==> src/hw/ebtsp_pkg.sv <==
package ebtsp_pkg;

	// ****************************************
	// Register map (printed offsets not all word multiples: index x4)
	// ****************************************
	localparam logic [11:0] TIMER_COUNT_IDX = 12'h001; // Count register index
	localparam logic [11:0] INTERRUPT_CONTROL_IDX = 12'h00B; // Interrupt control index
	localparam logic [11:0] OPTION_CONFIG_IDX = 12'h081; // Option register index
	localparam logic [11:0] IRQ_STATUS_IDX = 12'h100; // Sticky event status index
	localparam logic [11:0] IRQ_CLEAR_IDX = 12'h101; // Write-one-to-clear index
	localparam logic [11:0] IRQ_ENABLE_IDX = 12'h102; // Event enable index
	localparam logic [11:0] CORE_CTRL_IDX = 12'h103; // Sleep and watchdog-clear index

	// ****************************************
	// Reset values
	// ****************************************
	localparam logic [7:0] TIMER_COUNT_RST = 8'h00; // Count after reset
	localparam logic [7:0] INTERRUPT_CONTROL_RST = 8'h00; // Enables and flag cleared
	localparam logic [7:0] OPTION_CONFIG_RST = 8'hFF; // Option after reset

	// ****************************************
	// Field positions
	// ****************************************
	localparam int unsigned OPT_SOURCE_SEL_BIT = 5; // Count source select
	localparam int unsigned OPT_EDGE_SEL_BIT = 4; // Source edge select
	localparam int unsigned OPT_ASSIGN_BIT = 3; // Prescaler to watchdog when set
	localparam int unsigned IC_OVF_IE_BIT = 5; // Overflow irq enable
	localparam int unsigned IC_OVF_FLAG_BIT = 2; // Overflow flag
	localparam int unsigned CTRL_SLEEP_BIT = 0; // Sleep level
	localparam int unsigned CTRL_WDT_CLR_BIT = 1; // Watchdog-clear strobe

	// ****************************************
	// Timing
	// ****************************************
	localparam int unsigned PHASES_PER_CYCLE = 4; // Q1..Q4 per instruction cycle
	localparam int unsigned WRITE_INHIBIT_CYCLES = 2; // Count holds after a write
	localparam logic [7:0] COUNT_MAX = 8'hFF; // Value before wrap

	// Prescaler control bundle
	typedef struct packed
	{
		logic to_watchdog; // Prescaler owner
		logic [2:0] ratio; // Division ratio field
	} ebtsp_presc_cfg_s;

endpackage

==> src/hw/ebtsp_prescaler.sv <==
`timescale 1ns/1ps

// Shared ripple-style prescaler modelled as a synchronous counter
module ebtsp_prescaler
#(
	parameter int unsigned WIDTH = 8
)
(
	input wire logic clk_sys_i,
	input wire logic reset_i,
	input wire logic tick_i,
	input wire logic clear_i,
	input wire ebtsp_pkg::ebtsp_presc_cfg_s cfg_i,
	output logic tap_o
);

	logic [WIDTH-1:0] count_reg; // Hidden count, no software address
	logic [3:0] sel; // Tap index
	logic [WIDTH-1:0] mask; // Low stages that must all be set

	// Counter side divides by 2^(ratio+1), watchdog side by 2^ratio
	always_comb
	begin
		sel = cfg_i.to_watchdog ? {1'b0, cfg_i.ratio} : ({1'b0, cfg_i.ratio} + 4'h1);
		mask = (WIDTH'(1) << sel) - WIDTH'(1);
	end

	// Count edges, clear has priority
	always_ff @(posedge clk_sys_i)
	begin
		if (reset_i || clear_i)
			count_reg <= '0;
		else if (tick_i)
			count_reg <= count_reg + {{(WIDTH-1){1'b0}}, 1'b1};
	end

	// Output fires when all selected stages carry; empty mask passes the input
	always_comb
	begin
		tap_o = tick_i && ((count_reg & mask) == mask);
	end

endmodule

==> src/hw/ebtsp_timer.sv <==
`timescale 1ns/1ps

module ebtsp_timer
(
	input wire logic clk_sys_i,
	input wire logic reset_i,
	input wire logic hsel_i,
	input wire logic [31:0] haddr_i,
	input wire logic [1:0] htrans_i,
	input wire logic hwrite_i,
	input wire logic [2:0] hsize_i,
	input wire logic [31:0] hwdata_i,
	input wire logic hready_i,
	output logic [31:0] hrdata_o,
	output logic hreadyout_o,
	output logic hresp_o,
	input wire logic ext_count_input_i,
	output logic watchdog_tick_o,
	output logic irq_o
);

	// ****************************************
	// Bus address phase capture
	// ****************************************
	logic wr_pend_reg; // Write data phase pending
	logic [11:0] wr_idx_reg; // Captured write index
	logic [31:0] hrdata_reg; // Read data
	logic addr_ok; // Word-aligned access
	logic take; // Address phase accepted
	logic [11:0] idx; // Register index

	assign take = hsel_i && hready_i && htrans_i[1];
	assign addr_ok = (haddr_i[1:0] == 2'h0) && (haddr_i[31:14] == 18'h00000);
	assign idx = addr_ok ? haddr_i[13:2] : 12'hFFF;

	// ****************************************
	// Registers
	// ****************************************
	logic [7:0] timer_count_reg; // Count value
	logic [7:0] interrupt_control_reg; // Enables and overflow flag
	logic [7:0] option_config_reg; // Source, edge, prescaler
	logic irq_status_reg; // Sticky overflow event
	logic irq_enable_reg; // Event enable
	logic sleep_reg; // Processor asleep
	logic irq_reg; // Registered interrupt
	logic [1:0] phase_reg; // Q phase, 0 = Q1
	logic [1:0] inhibit_reg; // Remaining held cycles
	logic [2:0] pin_sync_reg; // Three-stage pin sampler
	logic pin_level_reg; // Agreed pin level
	logic wdt_tick_reg; // Registered watchdog tick

	logic cyc_tick; // One pulse per instruction cycle
	logic q24; // Q2 or Q4 phase
	logic pin_edge; // Selected pin edge
	logic src_tick; // Raw event before prescaler
	logic presc_out; // Prescaler tap
	logic cnt_tick; // Increment enable for count
	logic wr_count; // Software write to count
	logic wr_opt; // Software write to option
	logic wdt_clr; // Watchdog clear instruction
	logic wrap; // Count wraps this cycle
	logic to_wdt; // Prescaler owned by watchdog
	ebtsp_pkg::ebtsp_presc_cfg_s presc_cfg; // Prescaler bundle

	assign wr_count = wr_pend_reg && (wr_idx_reg == ebtsp_pkg::TIMER_COUNT_IDX);
	assign wr_opt = wr_pend_reg && (wr_idx_reg == ebtsp_pkg::OPTION_CONFIG_IDX);
	assign wdt_clr = wr_pend_reg && (wr_idx_reg == ebtsp_pkg::CORE_CTRL_IDX)
		&& hwdata_i[ebtsp_pkg::CTRL_WDT_CLR_BIT];
	assign to_wdt = option_config_reg[ebtsp_pkg::OPT_ASSIGN_BIT];
	assign presc_cfg.to_watchdog = to_wdt;
	assign presc_cfg.ratio = option_config_reg[2:0];

	// ****************************************
	// Bus slave
	// ****************************************
	// Zero-wait slave: answers in the cycle after the address phase
	always_ff @(posedge clk_sys_i)
	begin
		if (reset_i)
		begin
			wr_pend_reg <= 1'b0;
			wr_idx_reg <= 12'h000;
		end
		else
		begin
			wr_pend_reg <= take && hwrite_i;
			wr_idx_reg <= idx;
		end
	end

	// Read mux; prescaler count deliberately absent
	always_ff @(posedge clk_sys_i)
	begin
		if (reset_i)
			hrdata_reg <= 32'h00000000;
		else if (take && !hwrite_i)
		begin
			case (idx)
				ebtsp_pkg::TIMER_COUNT_IDX: hrdata_reg <= {24'h000000, timer_count_reg};
				ebtsp_pkg::INTERRUPT_CONTROL_IDX: hrdata_reg <= {24'h000000, interrupt_control_reg};
				ebtsp_pkg::OPTION_CONFIG_IDX: hrdata_reg <= {24'h000000, option_config_reg};
				ebtsp_pkg::IRQ_STATUS_IDX: hrdata_reg <= {31'h00000000, irq_status_reg};
				ebtsp_pkg::IRQ_ENABLE_IDX: hrdata_reg <= {31'h00000000, irq_enable_reg};
				ebtsp_pkg::CORE_CTRL_IDX: hrdata_reg <= {31'h00000000, sleep_reg};
				default: hrdata_reg <= 32'h00000000;
			endcase
		end
	end

	assign hrdata_o = hrdata_reg;
	assign hreadyout_o = 1'b1;
	assign hresp_o = 1'b0;

	// ****************************************
	// Instruction-cycle phase clock
	// ****************************************
	// Q1..Q4 from the system clock; frozen during sleep
	always_ff @(posedge clk_sys_i)
	begin
		if (reset_i)
			phase_reg <= 2'h0;
		else if (!sleep_reg)
			phase_reg <= phase_reg + 2'h1;
	end

	assign cyc_tick = !sleep_reg && (phase_reg == 2'(ebtsp_pkg::PHASES_PER_CYCLE - 1));
	assign q24 = !sleep_reg && phase_reg[0];

	// ****************************************
	// Pin synchroniser
	// ****************************************
	// Three flops; level moves when stage two and three agree
	always_ff @(posedge clk_sys_i)
	begin
		if (reset_i)
		begin
			pin_sync_reg <= 3'h0;
			pin_level_reg <= 1'b0;
		end
		else
		begin
			pin_sync_reg <= {pin_sync_reg[1:0], ext_count_input_i};
			if (pin_sync_reg[1] == pin_sync_reg[2])
				pin_level_reg <= pin_sync_reg[2];
		end
	end

	// Edge of the agreed level, polarity from edge-select bit
	logic pin_prev_reg; // Previous agreed level
	always_ff @(posedge clk_sys_i)
	begin
		if (reset_i)
			pin_prev_reg <= 1'b0;
		else
			pin_prev_reg <= pin_level_reg;
	end

	assign pin_edge = option_config_reg[ebtsp_pkg::OPT_EDGE_SEL_BIT]
		? (pin_prev_reg && !pin_level_reg) : (!pin_prev_reg && pin_level_reg);

	// Source mux: instruction cycle or pin edge
	assign src_tick = option_config_reg[ebtsp_pkg::OPT_SOURCE_SEL_BIT] ? pin_edge : cyc_tick;

	// ****************************************
	// Shared prescaler
	// ****************************************
	// Input is whichever unit owns it; clear by owner's instruction
	ebtsp_prescaler #(.WIDTH(8)) u_presc
	(
		.clk_sys_i(clk_sys_i),
		.reset_i(reset_i),
		.tick_i(to_wdt ? cyc_tick : src_tick),
		.clear_i(to_wdt ? wdt_clr : wr_count),
		.cfg_i(presc_cfg),
		.tap_o(presc_out)
	);

	// Watchdog tick is prescaled only when it owns the prescaler
	always_ff @(posedge clk_sys_i)
	begin
		if (reset_i)
			wdt_tick_reg <= 1'b0;
		else
			wdt_tick_reg <= to_wdt ? presc_out : cyc_tick;
	end

	assign watchdog_tick_o = wdt_tick_reg;

	// Timer input, before phase sampling
	logic tmr_in; // Prescaled or raw source event
	assign tmr_in = to_wdt ? src_tick : presc_out;

	// Hold events as a level until the next Q2/Q4 takes it
	// An event at Q2/Q4 is used at once; holding it too would count twice
	logic ev_hold_reg; // Pending event
	always_ff @(posedge clk_sys_i)
	begin
		if (reset_i || sleep_reg)
			ev_hold_reg <= 1'b0;
		else if (q24)
			ev_hold_reg <= 1'b0;
		else if (tmr_in)
			ev_hold_reg <= 1'b1;
	end

	// Counter increments once per sampled event, not during a write hold
	assign cnt_tick = q24 && (ev_hold_reg || tmr_in) && (inhibit_reg == 2'h0)
		&& !sleep_reg && !wr_count;
	assign wrap = cnt_tick && (timer_count_reg == ebtsp_pkg::COUNT_MAX);

	// ****************************************
	// Write inhibit
	// ****************************************
	// Two instruction cycles of hold after any count write
	always_ff @(posedge clk_sys_i)
	begin
		if (reset_i)
			inhibit_reg <= 2'h0;
		else if (wr_count)
			inhibit_reg <= 2'(ebtsp_pkg::WRITE_INHIBIT_CYCLES);
		else if (cyc_tick && inhibit_reg != 2'h0)
			inhibit_reg <= inhibit_reg - 2'h1;
	end

	// ****************************************
	// Count register
	// ****************************************
	// Write wins over increment
	always_ff @(posedge clk_sys_i)
	begin
		if (reset_i)
			timer_count_reg <= ebtsp_pkg::TIMER_COUNT_RST;
		else if (wr_count)
			timer_count_reg <= hwdata_i[7:0];
		else if (cnt_tick)
			timer_count_reg <= timer_count_reg + 8'h01;
	end

	// Option register; only bus writes change ownership
	always_ff @(posedge clk_sys_i)
	begin
		if (reset_i)
			option_config_reg <= ebtsp_pkg::OPTION_CONFIG_RST;
		else if (wr_opt)
			option_config_reg <= hwdata_i[7:0];
	end

	// ****************************************
	// Interrupt control
	// ****************************************
	// Flag set by wrap wins over a software clear
	always_ff @(posedge clk_sys_i)
	begin
		if (reset_i)
			interrupt_control_reg <= ebtsp_pkg::INTERRUPT_CONTROL_RST;
		else
		begin
			if (wr_pend_reg && wr_idx_reg == ebtsp_pkg::INTERRUPT_CONTROL_IDX)
				interrupt_control_reg <= hwdata_i[7:0];
			if (wrap)
				interrupt_control_reg[ebtsp_pkg::IC_OVF_FLAG_BIT] <= 1'b1;
		end
	end

	// Sleep and enable registers
	always_ff @(posedge clk_sys_i)
	begin
		if (reset_i)
		begin
			sleep_reg <= 1'b0;
			irq_enable_reg <= 1'b0;
		end
		else
		begin
			if (wr_pend_reg && wr_idx_reg == ebtsp_pkg::CORE_CTRL_IDX)
				sleep_reg <= hwdata_i[ebtsp_pkg::CTRL_SLEEP_BIT];
			if (wr_pend_reg && wr_idx_reg == ebtsp_pkg::IRQ_ENABLE_IDX)
				irq_enable_reg <= hwdata_i[0];
		end
	end

	// Sticky event status; set wins over clear
	always_ff @(posedge clk_sys_i)
	begin
		if (reset_i)
			irq_status_reg <= 1'b0;
		else if (wrap)
			irq_status_reg <= 1'b1;
		else if (wr_pend_reg && wr_idx_reg == ebtsp_pkg::IRQ_CLEAR_IDX && hwdata_i[0])
			irq_status_reg <= 1'b0;
	end

	// Level interrupt: overflow flag masked by its enable, sticky status by the event enable (flags untouched)
	always_ff @(posedge clk_sys_i)
	begin
		if (reset_i)
			irq_reg <= 1'b0;
		else
			irq_reg <= (interrupt_control_reg[ebtsp_pkg::IC_OVF_IE_BIT]
				&& interrupt_control_reg[ebtsp_pkg::IC_OVF_FLAG_BIT])
				|| (irq_enable_reg && irq_status_reg);
	end

	assign irq_o = irq_reg;
endmodule

==> config.mk <==
export PLATFORM = sky130hd
export DESIGN_NAME = ebtsp_timer
export DESIGN_NICKNAME = d
export VERILOG_FILES = /design/src/hw/ebtsp_pkg.sv /design/src/hw/ebtsp_prescaler.sv /design/src/hw/ebtsp_timer.sv
export SDC_FILE = /design/constraint.sdc
export NUM_CORES = 1
export LEC_CHECK = 0
export ABC_AREA = 1
export BUFFER_PORTS_ARGS = -buffer_cell sky130_fd_sc_hd__buf_4
export CAP_MARGIN = 20
export CORE_MARGIN = 2
export CORE_UTILIZATION = 35
export DETAILED_ROUTE_END_ITERATION = 10
export PLACE_DENSITY = 0.68
export SYNTH_ARGS = -nofsm -noshare
export SYNTH_HDL_FRONTEND = slang
export SYNTH_HIERARCHICAL = 1
export SYNTH_SLANG_ARGS = --single-unit
==> constraint.sdc <==
create_clock -name clk_sys_i -period 2.8 [get_ports clk_sys_i]
set_clock_uncertainty 0.15 [all_clocks]
set_input_delay 0.7 -clock clk_sys_i [delete_from_list [all_inputs] [get_ports clk_sys_i]]
set_output_delay 0.7 -clock clk_sys_i [all_outputs]
set_load 0.02 [all_outputs]
==> PnR_summary.wiki <==
{| class="wikitable"
! Metric !! Value
|-
| Combinational share of power || 0.078
|-
| Final setup violating endpoints || 1
|-
| Drt via density || around 4.7
|-
| Share of power burned in registers || 0.486
|-
| Busiest layer in global routing || met2
|-
| Area fraction in compound gates after synthesis || 0.124
|-
| Count of state elements after synthesis || 68
|-
| Share of synthesized flip-flops with an asynchronous set or reset || 0
|-
| Worst setup margin || -0.00121 ns
|-
| Floorplan die width || between 100 and 150 microns
|-
| Antenna diodes || 0
|-
| Top-area cell type share of the netlist area || 0.361
|-
| Final standard cell area without fillers || ~0.0047 sq mm
|-
| Crit path DAT || 2.89 ns
|-
| Post-Syn Instances || 535
|-
| Cell with the most instances after synthesis || sky130_fd_sc_hd__nand2_1
|-
| Max cap viols || 0
|-
| Weighted congestion reported at the end of routability-driven placement || roughly 0.89
|-
| Met3 global-route usage || 0.0430
|-
| Post-layout minimum cycle time || 2.80 ns
|-
| GR Overflow Total || 0
|-
| Maximum clock frequency || 357 MHz
|-
| Prevailing post-synth register cell || sky130_fd_sc_hd__dfxtp_1
|-
| H-tree lvl count || 3
|-
| Final Hold Viols || 0
|-
| Violated checks || negative setup slack
|-
| Top cell types by occurrence after synthesis || sky130_fd_sc_hd__nand2_1, sky130_fd_sc_hd__nor2_1, sky130_fd_sc_hd__dfxtp_1, sky130_fd_sc_hd__inv_1, sky130_fd_sc_hd__nand3_1
|-
| Routed vias || 3,578
|-
| Setup crit end kind || flop
|-
| Portion of the clock cycle consumed by the worst path in the final layout || 1.00
|-
| Area added between synthesis and finish || 25.3%
|-
| Number of standard-cell rows in the floorplan || 37
|-
| Critical Path RT || about 2.9 ns
|-
| Main combinational cell family by area after synthesis || simple AND/OR/NAND/NOR gates
|-
| WL final || 9120 microns
|-
| Maximum net fanout on the critical path || 7
|-
| Critical path destination || timer_count_reg[3]$_SDFFE_PP0P_
|-
| Root buffer cell || sky130_fd_sc_hd__clkbuf_8
|-
| Post-Syn Area || 0.00377 sq mm
|-
| Proportion of total power due to net switching || 0.242
|-
| Longest Clk Path Bufs || 2
|-
| Kind of critical path || reg -> reg
|-
| Drt initial violations || 163
|-
| Chip height || ~110 microns
|-
| Number of flip-flops under the largest register name || 12
|-
| Number of max-slew violations in the final report || 0
|-
| Met2 demand-to-capacity share in global routing || 0.297
|-
| Clock input transition at the sequential cells of the worst setup and hold paths || 0.08 ns
|-
| Cts bufs inserted || 9
|-
| Avg WL per Cell || 12.0 microns
|-
| Parity-gate share of the synthesized area counting xor and xnor cells || 0.0162
|-
| Power density over the cells || 431 mW/mm^2
|-
| TritonCTS Sinks || 68
|-
| Area share of fa/ha/maj cells after synthesis || 0.0199
|-
| Worst r2r path cells || 22
|-
| Startpoint of the lowest-slack register-to-register path || option_config_reg[1]$_SDFFE_PP1P_
|-
| Maximum number of pins on one net before global-route repair || 34
|-
| CTS tree || built
|-
| Initial antenna violation count || 0
|-
| Mean Syn Cell Area || 7.05 sq um
|-
| Global routing usage on met1 || 0.198
|-
| Critical Path Start || option_config_reg[1]$_SDFFE_PP1P_
|-
| Peak supply drop || 0.235 mV
|-
| TritonRoute pass-1 iters || 4
|-
| Insertion delay to the later sink of the worst-skew pair || 0.34 ns
|-
| Cell type contributing the most total cell area after synthesis || sky130_fd_sc_hd__dfxtp_1
|-
| R2r endpoint || timer_count_reg[3]$_SDFFE_PP0P_
|-
| Number of synthesized flops with an enable pin || 0
|-
| Overall Global Routing Usage || 0.168
|-
| Syn. warnings || 6
|-
| DRT antenna net count || 0
|-
| Net count, final || 699
|-
| Cell internal power dissipation || about 1500 uW
|-
| Initial standard-cell utilization of the core || 0.362
|-
| Status || finished, violations left
|-
| Synth unique cells || 43
|-
| Total of buffers placed on input and output ports || 56
|-
| Core outline area || 0.0104 sq mm
|-
| Placement Cell Area || around 0.0043 sq mm
|-
| Leakage dissipation || approximately 0.0021 uW
|-
| Classification of the worst-slack hold path || reg -> reg
|-
| Via count of the first global-routing pass || roughly 3.4k
|-
| Switch Pwr || 493 uW
|-
| Fin util || 0.454
|-
| Multiplexer area fraction after synthesis || 0
|-
| Reg-to-reg slack, setup || -0.001 ns
|-
| First-pass GRT wire length || 15,500 microns
|-
| Area contributors post-synth || sky130_fd_sc_hd__dfxtp_1, sky130_fd_sc_hd__nand2_1, sky130_fd_sc_hd__nor2_1
|-
| I/O pins || about 110
|-
| Post-detail-place hpwl || ~7000 microns
|-
| Floorplan die area || 0.0116 sq mm
|-
| Simple logic cell fraction of the synthesized area || 0.349
|-
| Number of remaining DRC errors || 0
|-
| Nature of the critical path startpoint || flop
|-
| Post-synthesis sequential area ratio || 0.361
|-
| Clock power frac || 0.437
|-
| Setup repair after global routing missed its margin || true
|-
| Fraction of final layout cells sized beyond drive strength 1 || 0.244
|}
[area by class of cell]
type	instances	area (sq um)
fill	1054	5690
inverter	58	218
clock inverter	6	88.8
timing repair buffer	86	653
multi-input combinational	395	2100
clock buffer	10	128
sequential	68	1370
tap	136	170
[timing repair]
action,CTS,global route
resized for setup,13,16
pin swaps,15,10
hold endpoints to repair,0,0
buffers inserted,10,4
hold buffers,0,0
setup endpoints to repair,9,11
[routing by layer]
metal,routed length [microns],vias to the layer above
met3,340,10
met4,104,0
met1,3970,1643
met2,4700,60
met5,0,-
li1,-,1865
[cells in the final DEF (no fill, tap or decap), drive strengths merged, types with 3 or more instances in the layout]
cell type | synthesis | layout
nand2 | 97 | 97
nor2 | 90 | 90
buf | 32 | 86
dfxtp | 68 | 68
inv | 56 | 56
nand3 | 53 | 53
a21oi | 37 | 37
conb | 2 | 26
o21ai | 24 | 24
nor3 | 14 | 14
nand4 | 13 | 13
clkbuf | 6 | 10
o211ai | 8 | 8
xor2 | 6 | 6
ha | 6 | 6
a31oi | 4 | 4
clkinv | 2 | 4
o21a | 3 | 3
[critical path: stages (launching register included)]
cell and delay [ns]:
sky130_fd_sc_hd__dfxtp_2 0.34, sky130_fd_sc_hd__ha_4 0.24, sky130_fd_sc_hd__inv_2 0.06, sky130_fd_sc_hd__nand2_2 0.04, sky130_fd_sc_hd__nand2_2 0.08, sky130_fd_sc_hd__nand2_2 0.07
sky130_fd_sc_hd__nor2_2 0.10, sky130_fd_sc_hd__inv_1 0.05, sky130_fd_sc_hd__ha_1 0.27, sky130_fd_sc_hd__nor2_1 0.04, sky130_fd_sc_hd__nor2_1 0.10, sky130_fd_sc_hd__o21ai_1 0.06
sky130_fd_sc_hd__inv_1 0.05, sky130_fd_sc_hd__nand2_1 0.05, sky130_fd_sc_hd__nor2_1 0.08, sky130_fd_sc_hd__nand3_1 0.09, sky130_fd_sc_hd__nor2_2 0.13, sky130_fd_sc_hd__a21oi_2 0.07
sky130_fd_sc_hd__o21ai_2 0.09, sky130_fd_sc_hd__nand2_4 0.14, sky130_fd_sc_hd__nor2_4 0.13, sky130_fd_sc_hd__xor2_1 0.17, sky130_fd_sc_hd__a21oi_1 0.08
[power by group through the flow]
stage	clock network (uW)	logic (uW)	registers [uW]
global placement	0	153	1010
global route	949	176	991
floorplan	0	108	1010
finish	890	158	989
CTS	910	157	990
detailed placement	0	156	1010
[kinds of logic after synthesis]
kind of cell,after synthesis
compound gates,79
xor+xnor,7
fa+ha+maj,6
buf+inv,96
flops,68
other cells,2
simple gates,277
[how the worst min path moves through the flow]
| stage | startpoint | end | cells past startpoint |
|---|---|---|---|
| 4_1_cts | pin_sync_reg[0]$_SDFF_PP0_ | pin_sync_reg[1]$_SDFF_PP0_ | 2 |
| 5_1_grt | pin_sync_reg[0]$_SDFF_PP0_ | pin_sync_reg[1]$_SDFF_PP0_ | 2 |
| 6_report | pin_sync_reg[0]$_SDFF_PP0_ | pin_sync_reg[1]$_SDFF_PP0_ | 2 |
| 2_1_floorplan | pin_sync_reg[0]$_SDFF_PP0_ | pin_sync_reg[1]$_SDFF_PP0_ | 2 |
| 3_3_place_gp | pin_sync_reg[0]$_SDFF_PP0_ | pin_sync_reg[1]$_SDFF_PP0_ | 2 |
| 3_5_place_dp | pin_sync_reg[0]$_SDFF_PP0_ | pin_sync_reg[1]$_SDFF_PP0_ | 2 |
[through the flow]
stage          hold WS (ns)  total power, uW  setup WS, ns  TNS [ns]  std cells
2_1_floorplan         0.238             1120        0.0431         0        559
3_3_place_gp          0.244             1160       -0.0546    -0.145        732
3_5_place_dp          0.246             1170       -0.0968    -0.318        732
4_1_cts               0.256             2060       -0.0206   -0.0386        758
5_1_grt               0.265             2120        -0.232     -1.93        759
6_report              0.257             2040      -0.00121  -0.00121        759
(Power assumes the default switching activity.)
